$ cat src/shared/pcsr_pkg.sv
// Purpose: constants for the coding sublayer control and status registers
// Assumes: APB slave, 32-bit data, 16-bit registers in the low half
// Notes:   byte address = 4 * register index
package pcsr_pkg;
  localparam logic [15:0] PCSR_GROUP_MASK   = 16'h0fff;
  localparam logic [15:0] PCSR_IDX_CTRL     = 16'h3000;
  localparam logic [15:0] PCSR_IDX_CTRL_ALS = 16'h38e6;
  localparam logic [15:0] PCSR_IDX_STATUS   = 16'h38e7;
  localparam logic [15:0] PCSR_IDX_IRQ_STAT = 16'h0f00;
  localparam logic [15:0] PCSR_IDX_IRQ_EN   = 16'h0f01;
  localparam logic [15:0] PCSR_IDX_IRQ_CLR  = 16'h0f02;
  localparam int          PCSR_ADDR_W       = 16;
  localparam int          PCSR_RST_BIT      = 15;
  localparam int          PCSR_LOOP_BIT     = 14;
  localparam int          PCSR_TXLPI_BIT    = 11;
  localparam int          PCSR_RXLPI_BIT    = 10;
  localparam int          PCSR_TXIND_BIT    = 9;
  localparam int          PCSR_RXIND_BIT    = 8;
  localparam int          PCSR_FAULT_BIT    = 7;
  localparam int          PCSR_LINK_BIT     = 2;
  localparam logic [15:0] PCSR_RESET_VAL    = 16'h0000;
  localparam int          PCSR_NIRQ         = 4;
  localparam logic [3:0]  PCSR_IRQ_ZERO     = 4'h0;
endpackage : pcsr_pkg

$ cat src/shared/pcsr_sync_if.sv
// Purpose: carries raw sublayer status lines into the synchroniser
// Assumes: single clock
// Notes:   three status lines, one link level and a bit 0 tied low
`timescale 1ns/1ps
`default_nettype none
interface pcsr_sync_if;
  logic [4:0] raw;
  logic [4:0] sync;
  modport src (output raw, input sync);
  modport snk (input raw, output sync);
endinterface : pcsr_sync_if
`default_nettype wire

$ cat src/verilog/pcsr_regs.sv
// Purpose: coding sublayer control and status register bank on APB
// Assumes: status lines come from another clock domain
// Notes:   registers are 16 bits in the low half of the APB word
// What this block does
// - Writing one to the reset bit pulses a sublayer reset; bit reads 0.
// - The loopback bit enables loopback when one and holds until rewrite.
// - Control sits at 0x3000, reset in bit 15, loopback 14, resets to 0.
// - The alias at 0x38e6 shows the same two fields, lower bits zero.
// - The group nibble [15:12] is stripped before address compare.
// - Transmit low-power-idle received latches until software writes 0.
// - Receive low-power-idle received latches until software writes 0.
// - Transmit indication reads the live transmit idle state.
// - Receive indication reads the live receive idle state.
// - The fault flag latches until software writes 0 to it.
// - Link bit shows link up; writing 0 to it sets it.
// - Status sits at 0x38e7, resets to 0, reserved bits read 0.
`timescale 1ns/1ps
`default_nettype none
module pcsr_regs (
  input  wire logic        clk,
  input  wire logic        nrst,
  input  wire logic        psel,
  input  wire logic        penable,
  input  wire logic        pwrite,
  input  wire logic [17:0] paddr,
  input  wire logic [31:0] pwdata,
  input  wire logic [3:0]  pstrb,
  output logic [31:0]      prdata,
  output logic             pready,
  output logic             pslverr,
  input  wire logic        tx_lpi_active,
  input  wire logic        rx_lpi_active,
  input  wire logic        fault_event,
  input  wire logic        link_up,
  input  wire logic [3:0]  tx_data,
  input  wire logic [3:0]  line_rx_data,
  output logic [3:0]       rx_data,
  output logic [3:0]       line_tx_data,
  output logic             sublayer_reset,
  output logic             sublayer_loop_enable,
  output logic             irq
);
  import pcsr_pkg::*;

  logic [4:0] raw_v;
  pcsr_sync_if sif ();
  assign raw_v    = {link_up, fault_event, rx_lpi_active, tx_lpi_active,
                     1'b0};
  assign sif.raw  = raw_v;
  pcsr_sync u_sync (
    .clk  (clk),
    .nrst (nrst),
    .sif  (sif)
  );

  logic tx_lpi_s;
  logic rx_lpi_s;
  logic fault_s;
  logic link_s;
  assign tx_lpi_s = sif.sync[1];
  assign rx_lpi_s = sif.sync[2];
  assign fault_s  = sif.sync[3];
  assign link_s   = sif.sync[4];

  // Strip group nibble, compare against the stripped index
  function automatic logic hit(input logic [15:0] idx,
                               input logic [15:0] cst);
    hit = (idx & PCSR_GROUP_MASK) == (cst & PCSR_GROUP_MASK);
  endfunction : hit

  logic [15:0] idx;
  logic        wr_acc;
  logic        rd_acc;
  logic        lo_en;
  logic        hi_en;
  logic [15:0] wd;
  assign idx    = paddr[17:2];
  assign wr_acc = psel && penable && pwrite;
  assign rd_acc = psel && !penable && !pwrite;
  assign lo_en  = pstrb[0];
  assign hi_en  = pstrb[1];
  assign wd     = pwdata[15:0];

  logic sel_ctrl;
  logic sel_stat;
  logic sel_ien;
  logic sel_ist;
  logic sel_iclr;
  logic mapped;
  assign sel_ctrl = hit(idx, PCSR_IDX_CTRL) || hit(idx, PCSR_IDX_CTRL_ALS);
  assign sel_stat = hit(idx, PCSR_IDX_STATUS);
  assign sel_ien  = hit(idx, PCSR_IDX_IRQ_EN);
  assign sel_ist  = hit(idx, PCSR_IDX_IRQ_STAT);
  assign sel_iclr = hit(idx, PCSR_IDX_IRQ_CLR);
  assign mapped   = sel_ctrl || sel_stat || sel_ien || sel_ist || sel_iclr;

  // Soft reset: one-cycle pulse, never stored so it reads zero
  always_ff @(posedge clk) begin
    if (!nrst) begin
      sublayer_reset <= 1'b0;
    end else begin
      sublayer_reset <= wr_acc && sel_ctrl && hi_en
                        && wd[PCSR_RST_BIT];
    end
  end

  always_ff @(posedge clk) begin
    if (!nrst) begin
      sublayer_loop_enable <= PCSR_RESET_VAL[PCSR_LOOP_BIT];
    end else if (wr_acc && sel_ctrl && hi_en) begin
      sublayer_loop_enable <= wd[PCSR_LOOP_BIT];
    end
  end

  // Loop data around the line; line output idles low in loopback
  always_ff @(posedge clk) begin
    if (!nrst) begin
      rx_data      <= 4'h0;
      line_tx_data <= 4'h0;
    end else begin
      rx_data      <= sublayer_loop_enable ? tx_data : line_rx_data;
      line_tx_data <= sublayer_loop_enable ? 4'h0 : tx_data;
    end
  end

  // Latched flags: a set in the same cycle as a clear wins
  logic txlpi_l;
  logic rxlpi_l;
  logic fault_l;
  logic link_l;
  logic st_wr;
  assign st_wr = wr_acc && sel_stat;

  always_ff @(posedge clk) begin
    if (!nrst) begin
      txlpi_l <= 1'b0;
      rxlpi_l <= 1'b0;
      fault_l <= 1'b0;
    end else begin
      if (tx_lpi_s) begin
        txlpi_l <= 1'b1;
      end else if (st_wr && hi_en && !wd[PCSR_TXLPI_BIT]) begin
        txlpi_l <= 1'b0;
      end
      if (rx_lpi_s) begin
        rxlpi_l <= 1'b1;
      end else if (st_wr && hi_en && !wd[PCSR_RXLPI_BIT]) begin
        rxlpi_l <= 1'b0;
      end
      if (fault_s) begin
        fault_l <= 1'b1;
      end else if (st_wr && lo_en && !wd[PCSR_FAULT_BIT]) begin
        fault_l <= 1'b0;
      end
    end
  end

  // Link bit follows the line; a zero write forces it high, the next
  // change of the line level then takes over again
  logic link_q;
  always_ff @(posedge clk) begin
    if (!nrst) begin
      link_l <= 1'b0;
      link_q <= 1'b0;
    end else begin
      link_q <= link_s;
      if (st_wr && lo_en && !wd[PCSR_LINK_BIT]) begin
        link_l <= 1'b1;
      end else if (link_s != link_q) begin
        link_l <= link_s;
      end
    end
  end

  logic [15:0] stat_v;
  always_comb begin
    stat_v                 = PCSR_RESET_VAL;
    stat_v[PCSR_TXLPI_BIT] = txlpi_l;
    stat_v[PCSR_RXLPI_BIT] = rxlpi_l;
    stat_v[PCSR_TXIND_BIT] = tx_lpi_s;
    stat_v[PCSR_RXIND_BIT] = rx_lpi_s;
    stat_v[PCSR_FAULT_BIT] = fault_l;
    stat_v[PCSR_LINK_BIT]  = link_l;
  end

  logic [15:0] ctrl_v;
  always_comb begin
    ctrl_v                = PCSR_RESET_VAL;
    ctrl_v[PCSR_LOOP_BIT] = sublayer_loop_enable;
  end

  // Interrupts: bit0 tx idle, bit1 rx idle, bit2 fault, bit3 link drop
  logic [3:0] irq_st;
  logic [3:0] irq_en;
  logic [3:0] ev;
  logic       link_fall;
  assign link_fall = link_q && !link_s;
  assign ev = {link_fall, fault_s, rx_lpi_s, tx_lpi_s};

  always_ff @(posedge clk) begin
    if (!nrst) begin
      irq_en <= PCSR_IRQ_ZERO;
    end else if (wr_acc && sel_ien && lo_en) begin
      irq_en <= wd[PCSR_NIRQ-1:0];
    end
  end

  always_ff @(posedge clk) begin
    if (!nrst) begin
      irq_st <= PCSR_IRQ_ZERO;
    end else if (wr_acc && sel_iclr && lo_en) begin
      irq_st <= (irq_st & ~wd[PCSR_NIRQ-1:0]) | ev;
    end else begin
      irq_st <= irq_st | ev;
    end
  end

  always_ff @(posedge clk) begin
    if (!nrst) begin
      irq <= 1'b0;
    end else begin
      irq <= |(irq_st & irq_en);
    end
  end

  // APB: read data captured in setup, ready in access phase
  logic [15:0] rd_v;
  always_comb begin
    rd_v = 16'h0000;
    if (sel_ctrl) begin
      rd_v = ctrl_v;
    end else if (sel_stat) begin
      rd_v = stat_v;
    end else if (sel_ien) begin
      rd_v = {12'h000, irq_en};
    end else if (sel_ist) begin
      rd_v = {12'h000, irq_st};
    end
  end

  always_ff @(posedge clk) begin
    if (!nrst) begin
      prdata  <= 32'h0000_0000;
      pready  <= 1'b0;
      pslverr <= 1'b0;
    end else begin
      if (rd_acc) begin
        prdata <= {16'h0000, rd_v};
      end
      pready  <= psel && !penable;
      pslverr <= psel && !penable && !mapped;
    end
  end
endmodule : pcsr_regs
`default_nettype wire

$ cat src/verilog/pcsr_sync.sv
// Purpose: two-flop synchroniser for sublayer status inputs
// Assumes: inputs asynchronous to clk
// Notes:   first stage feeds only the second
`timescale 1ns/1ps
`default_nettype none
module pcsr_sync (
  input  wire logic clk,
  input  wire logic nrst,
  pcsr_sync_if.snk  sif
);
  logic [4:0] stage1;
  logic [4:0] stage2;
  always_ff @(posedge clk) begin
    if (!nrst) begin
      stage1 <= 5'h00;
      stage2 <= 5'h00;
    end else begin
      stage1 <= sif.raw;
      stage2 <= stage1;
    end
  end
  assign sif.sync = stage2;
endmodule : pcsr_sync
`default_nettype wire

$ cat config.mk
export PLATFORM = sky130hd
export DESIGN_NAME = pcsr_regs
export DESIGN_NICKNAME = d
export VERILOG_FILES = /design/src/shared/pcsr_pkg.sv /design/src/shared/pcsr_sync_if.sv /design/src/verilog/pcsr_regs.sv /design/src/verilog/pcsr_sync.sv
export SDC_FILE = /design/constraint.sdc
export NUM_CORES = 1
export LEC_CHECK = 0
export BUFFER_PORTS_ARGS = -buffer_cell sky130_fd_sc_hd__buf_4
export CAP_MARGIN = 20
export CORE_AREA = 10 10 79 81
export CTS_CLUSTER_DIAMETER = 30
export DETAILED_ROUTE_END_ITERATION = 10
export DIE_AREA = 0 0 89 91
export PLACE_DENSITY = 0.77
export SYNTH_ARGS = -nofsm -noshare
export SYNTH_HDL_FRONTEND = slang
export SYNTH_HIERARCHICAL = 1
export SYNTH_SLANG_ARGS = --single-unit
$ cat constraint.sdc
create_clock -name clk -period 1.9 [get_ports clk]
set_input_delay 0.095 -clock clk [delete_from_list [all_inputs] [get_ports clk]]
set_output_delay 0.095 -clock clk [all_outputs]
set_load 0.05 [all_outputs]
==> results.md, run 1 <==
Drt:
- Dividing the detail-routed wire length by the instance count gives about 15 µm.
- The ratio of routed vias to standard cells is slightly below 5.
- The number of DRC markers in iteration 0 is 120.
- The final wirelength is between 4000 and 5000 µm.
- The post-route DRC violation count is 0.
- The total number of vias is about 1600.
- The number of iterations in the first detailed-routing pass is 5.
- The detail route stage leaves a number of antenna-violating nets equal to 0.

Place:
- The cell total after placement is approximately 310.
- The post-detailed-placement cell area is 0.00235 mm².
- The final weighted congestion in routability-driven placement is around 0.7.
- Port buffering added between 60 and 70 buffers.
- The HPWL after detailed placement is ~3700 µm.

Synthesis:
- A synthesized cell averages 9.41 µm².
- Yosys printed 6 warnings.
- The number of instances in the synthesized netlist is approximately 200.
- The cell area after synthesis is between 0.0015 and 0.002 mm².

Final layout:
- The finished cells cover around 0.0025 mm².
- In the final layout, the share of cells above drive strength 1 is about 30%.
- Compared with the post-synthesis result, the final layout area differs by 29.8%.
- The finished layout holds between 300 and 400 standard cells, fillers aside.
- The final cell utilization of the core is 53.2%.
- The number of antenna diodes in the final layout is 0.
- In the final design database the tool counted approximately 340 nets.

Floorplanning:
- After floorplanning, the core was sized to cover roughly 0.0047 mm².
- The overall die area is between 0.008 and 0.009 mm².
- The die span in x is 89 µm.
- In this run the core area contains 25 standard-cell rows.
- 116 I/O pins were placed.
- The floorplan step set the die height to ~90 µm.
- The initial core utilization is 41.0%.

Critical path:
- The cell with the largest stage delay on the worst path is sky130_fd_sc_hd__or4_4.
- The most numerous cell on the critical path is sky130_fd_sc_hd__or4_4.
- STA puts the critical path data required time at about 2.1 ns.
- Together, buffers and inverters on the worst path number 1.
- The maximum fanout encountered on the critical timing path is 4.
- The kind of launch point of the worst setup path is a primary input.
- The delay contributed by the slowest stage of the critical path is 0.53 ns.
- The critical path's top delay family is simple AND/OR/NAND/NOR gates.
- The data arrival at the endpoint of the critical path is approximately 1.8 ns.
- Walking the worst path, the cells encountered are buf_4 -> or4_4 -> or4_4 -> a211oi_2 -> mux2i_1.
- The type of destination of the critical path is a flip-flop.
- The critical path is of the primary input to flip-flop type.

Power:
- Power spread over the standard cell area amounts to around 750 mW/mm².
- The largest voltage drop on the vdd net is just over 0.0005 V.
- For this design the static power due to leakage is approximately 1.1 nW.

STA:
- The achievable frequency is between 600 and 700 MHz.
- Between clock sinks in the finished design, the worst skew comes to between 0.003 and 0.004 ns.
- The setup total negative slack is 0 ns.
- The total count of max-transition violations in the final report came to 0.
- The count of final hold-check violations is 0.
- Subtracting the final worst setup slack from the clock period gives 1.53 ns.
- Dividing the final minimum period by the clock period gives 80.8%.
- The final number of setup-violating endpoints is 0.
- Setup repair after global routing left no endpoint under its margin.

Global route:
- The maximum number of pins on one net before global-route repair is 47.
- The initial antenna violation count is 0.
- The overall global routing resource usage is approximately 11%.
- The total overflow left after global routing is 0.
- The via count of the first global-routing pass was between 1500 and 2000.
- The first global-routing pass estimated between 7000 and 8000 µm of wire.

Clocking:
- In this run the number of H-tree levels came out at 2.
- The clock latency reported for the late side of the worst-skew pair is roughly 0.29 ns.
- In this run the clock root is driven by a sky130_fd_sc_hd__clkbuf_8.
- The clock input transition at the sequential cells of the worst setup and hold paths is approximately 0.07 ns.
- The clock passes through at most 2 buffers.
- TritonCTS built the clock tree.
- Counting every sink on the clock net gives 44.
- Post-CTS timing repair inserted 0 buffers for setup.
- The number of clock buffers added by TritonCTS is 5.
- Hold repair after CTS inserted 4 buffers.
- After clock tree synthesis, the repair step resized 0 gates.

Run:
- Across the run, the number of max-cap violations was 0.

Outcome:
- The run finished with clean final reports.

Hold path:
- The classification of the worst-slack hold path is primary input to flip-flop.
==> metal layers <==
| layer | GRT usage, % | part of all wire, % |
|---|---|---|
| met5 | 0 | 0 |
| met2 | 18.4 | 48 |
| met1 | 13.2 | 42 |
| met4 | 3.32 | 1.3 |
| met3 | 5.00 | 8.7 |
==> path summary, 6_finish.rpt <==
check | slack [ns] | from | end | cells after the start
worst min register to register | 0.44 | u_sync/stage1[4] | u_sync/sif.sync[4] | 1
worst max-delay path | 0.37 | paddr[7] | sublayer_loop_enable | 5
worst max register to register | 0.86 | u_sync/sif.sync[4] | link_l | 4
worst min-delay path | 0.009 | fault_event | u_sync/stage1[3] | 2
==> worst reg2reg max path, cell delays in order, from the launching register on <==
cell                       delay [ns]
sky130_fd_sc_hd__dfxtp_1         0.34
sky130_fd_sc_hd__inv_1           0.05
sky130_fd_sc_hd__ha_1            0.28
sky130_fd_sc_hd__mux2i_1         0.17
sky130_fd_sc_hd__a21boi_0        0.09
==> flip-flops by register name, summed over array words and instances (netlist names), 4 cells and up <==
name and count:
u_sync/sif.sync 4, prdata 10, rx_data 4, line_tx_data 4, irq_st 4, u_sync/stage1 4
irq_en 4
==> stage by stage <==
step                      power [W]  worst slack (ns)  hold WS (ns)
final                       0.00186             0.365       0.00908
after global routing        0.00194             0.315       0.00196
after CTS                   0.00187             0.366      0.000985
after detailed placement    0.00128            0.0720         0.295
after global placement      0.00128            0.0862         0.292
after floorplan             0.00121             0.272         0.196
==> cell usage in the layout, fill, tap and decap left out, drive strengths merged, types with 5 or more instances in the layout <==
cell type / n
a21oi: 5
and2: 14
nand2: 18
mux2i: 13
inv: 6
dfxtp: 44
clkbuf: 8
nand3: 9
buf: 66
nor2b: 5
conb: 22
a21boi: 7
o21ai: 11
==> layout make-up <==
cell class	count	area (µm²)
inverters	6	22.5
fillers	437	2180
repair buffers	70	536
well taps	54	67.6
flip-flops and latches	44	881
clock buffers	8	90.1
multi-input cells	143	883
==> power by group <==
part	internal, W	leakage (nW)	switching, W
Sequential	0.000949	0.360	0.0000121
Combinational	0.000102	0.651	0.000204
Clock	0.000296	0.0455	0.000292
Total	0.00135	1.06	0.000508
Note: power is estimated with default switching activity, not from simulation.
==> run 2, diff against run 1 <==
CORE_AREA = 10 10 82 84   (was 10 10 79 81)
DIE_AREA = 0 0 92 94   (was 0 0 89 91)
PLACE_DENSITY = 0.75   (was 0.77)
clock period = 1.3 ns   (was 1.9 ns; I/O delays follow)
==> results.md, run 2 (synthesis results as in run 1) <==
Global route:
- The initial antenna violation count is 0 (unchanged).
- The first-pass GRT wire length is 8420 µm (was 7620 µm).
- The via count of the first global-routing pass was 1755 (was 1665).
- The overflow left after global routing is 0 (unchanged).
- The overall global routing resource usage is 11.9% (was 11.4%).
- The maximum number of pins on one net before global-route repair is 37 (was 47).

Final layout:
- The share of final-layout standard cells stronger than drive strength 1 is 33.1% (was 29.9%).
- The flip-flop count of the largest register, all copies and words added was 10 (unchanged).
- The area growth from synthesis to layout came to 42.0% (was 29.8%).
- The net total in the final layout is 358 (was 342).
- The most common cell after layout, fill and taps aside is sky130_fd_sc_hd__buf_4 (unchanged).
- The largest register by flop count is prdata (unchanged).
- Commonest cells after routing, fill and taps aside: sky130_fd_sc_hd__buf_4 (72), sky130_fd_sc_hd__dfxtp_1 (44), sky130_fd_sc_hd__conb_1 (22) (was sky130_fd_sc_hd__buf_4 (66), sky130_fd_sc_hd__dfxtp_1 (44), sky130_fd_sc_hd__conb_1 (22)).
- The number of antenna repair diodes is 0 (unchanged).
- The layout filler cell count came to 464 (was 437).

STA:
- RSZ-0062 raised after global routing: yes (was no).
- The post-layout worst setup margin is -0.152 ns (was 0.365 ns).
- The clock period minus final worst setup slack is 1.45 ns.
- The share of the clock period used by the worst path is 112%.
- The achievable frequency is roughly 690 MHz.
- The largest clock skew in the final design is 0.00272 ns (was 0.00312 ns).
- The setup total negative slack came to -0.936 ns (was 0 ns).
- The total count of max-transition violations in the final report is 0 (unchanged).
- The count of final hold-check violations is 0 (unchanged).
- The worst hold slack across all endpoints is 0.0294 ns (was 0.00908 ns).
- The final number of setup-violating endpoints is 14 (was 0).

Critical path:
- Sequence of cells on the critical path: buf_6 -> or4_4 -> or4_4 -> buf_4 -> a2111oi_4 (was buf_4 -> or4_4 -> or4_4 -> a211oi_2 -> mux2i_1).
- The maximum fanout encountered on the critical timing path was 3 (was 4).
- The delay contributed by the slowest stage of the critical path came to 0.53 ns (about the same).
- The cell with the largest stage delay on the worst path is sky130_fd_sc_hd__or4_4 (unchanged).
- The kind of launch point of the worst setup path is a primary input (unchanged).
- The most numerous cell on the critical path is sky130_fd_sc_hd__or4_4 (unchanged).
- The required time reported for the critical path endpoint was 1.50 ns (was 2.12 ns).
- The data arrival at the endpoint of the critical path is 1.65 ns (was 1.76 ns).
- The type of destination of the critical path is a flip-flop (unchanged).
- The type of the worst setup path is primary input to flip-flop (unchanged).

Drt:
- The ratio of routed vias to standard cells is 4.68 (was 4.92).
- The final wirelength is 5280 µm (was 4720 µm).
- The number of iterations in the first detailed-routing pass came to 4 (was 5).
- The final routed wire length divided by cell count came to 14.8 µm (was 14.5 µm).
- The number of DRC markers in iteration 0 came to 103 (was 120).
- The number of nets still failing antenna checks after routing is 0 (unchanged).
- The total number of vias is 1672 (was 1599).
- The post-route DRC violation count came to 0 (unchanged).

Place:
- The final weighted congestion in routability-driven placement came to 0.753 (was 0.710).
- The pre-CTS setup slack is -0.462 ns (was 0.0720 ns).
- The count of buffers from port buffering is 62 (unchanged).
- The post-DP HPWL is 4030 µm (was 3700 µm).

Clocking:
- The number of clock sinks seen by CTS was 44 (unchanged).
- The clock input transition at the sequential cells of the worst setup and hold paths is 0.08 ns (was 0.07 ns).
- The TritonCTS clock tree is done (unchanged).
- The clock root buffer is sky130_fd_sc_hd__clkbuf_8 (unchanged).
- The deepest clock path buffer count is 2 (unchanged).
- The number of buffers inserted during clock tree synthesis is 5 (unchanged).
- The H-tree depth is 2 (unchanged).
- The clock latency reported for the late side of the worst-skew pair is 0.29 ns (about the same).

Power:
- The leakage component of the power is 1.14 nW (was 1.06 nW).
- The overall power consumption is 0.00293 W (was 0.00186 W).
- The largest voltage drop on the vdd net is 0.000709 V (was 0.000516 V).
- The power density over the cells came to 1080 mW/mm² (was 748 mW/mm²).

Hold path:
- The classification of the worst-slack hold path is primary input to flip-flop (unchanged).

Floorplanning:
- The initial core utilization is 37.6% (was 41.0%).
- The number of top-level pins came to 116 (unchanged).
- The die span in x is 92 µm (was 89 µm).
- The overall die area is 0.00865 mm² (was 0.00810 mm²).
- The number of rows created at floorplan is 26 (was 25).
- The chip height was 94 µm (was 91 µm).
- The core footprint was 0.00507 mm² (was 0.00466 mm²).

Run:
- The number of maximum-capacitance violations came to 0 (unchanged).

Outcome:
- Outcome: finished with violations (was finished, final reports clean).
- The checks that failed: setup timing.
==> run 2: repair_timing <==
action | CTS | global route
gates resized for setup | 4 | 3
endpoints found under the hold margin | 12 | 0
pin swaps | 5 | 3
endpoints found under the setup margin | 15 | 15
hold buffers | 12 | 0
setup buffers | 0 | 2
==> run 2: cell type report <==
| type | count | area [µm²] | area share, % |
|---|---|---|---|
| Inverter | 6 | 22.5 | 0.830 |
| Timing Repair Buffer | 86 | 683 | 25.2 |
| Multi-Input combinational cell | 143 | 928 | 34.2 |
| Clock buffer | 5 | 68.8 | 2.54 |
| Sequential cell | 44 | 881 | 32.5 |
| Tap cell | 70 | 87.6 | 3.23 |
| Clock inverter | 3 | 42.5 | 1.57 |
==> run 2: worst paths after layout <==
| kind | from | end | slack (ns) | depth (start not counted) |
|---|---|---|---|---|
| setup / recovery | paddr[7] | sublayer_reset | -0.15 | 5 |
| hold / removal | line_rx_data[3] | rx_data[3] | 0.03 | 3 |
| setup reg to reg | u_sync/sif.sync[4] | link_l | 0.23 | 4 |
| hold reg to reg | u_sync/stage1[1] | u_sync/sif.sync[1] | 0.44 | 1 |
==> run 2: power by group <==
| group | internal [W] | total [W] | switching, W |
|---|---|---|---|
| Combinational | 0.000178 | 0.000493 | 0.000315 |
| Sequential | 0.00139 | 0.00141 | 0.0000183 |
| Clock | 0.000569 | 0.00103 | 0.000463 |
==> run 2: worst max-delay path, delay by kind of cell <==
kind | cells | cell delay, ns
buffers and inverters | 2 | 0.26
AOI/OAI and AO/OA | 1 | 0.26
and+or+nand+nor | 2 | 1.06
==> run 2: stage by stage <==
step | std cells | util, % | cell area (µm²)
after detailed placement | 335 | 47.9 | 2430
final | 357 | 53.5 | 2710
after global routing | 357 | 53.5 | 2710
after floorplan | 224 | - | 2010
after global placement | 335 | 47.9 | 2430
after CTS | 355 | 52.7 | 2670
==> run 2: layer usage <==
metal	wire, µm	global-route usage, %	vias up	part of all wire, %
li1	-	-	825	-
met1	2200	13.3	773	42
met2	2630	20.8	68	50
met3	402	4.48	6	7.6
met4	48	3.21	0	0.91
met5	0	0	-	0
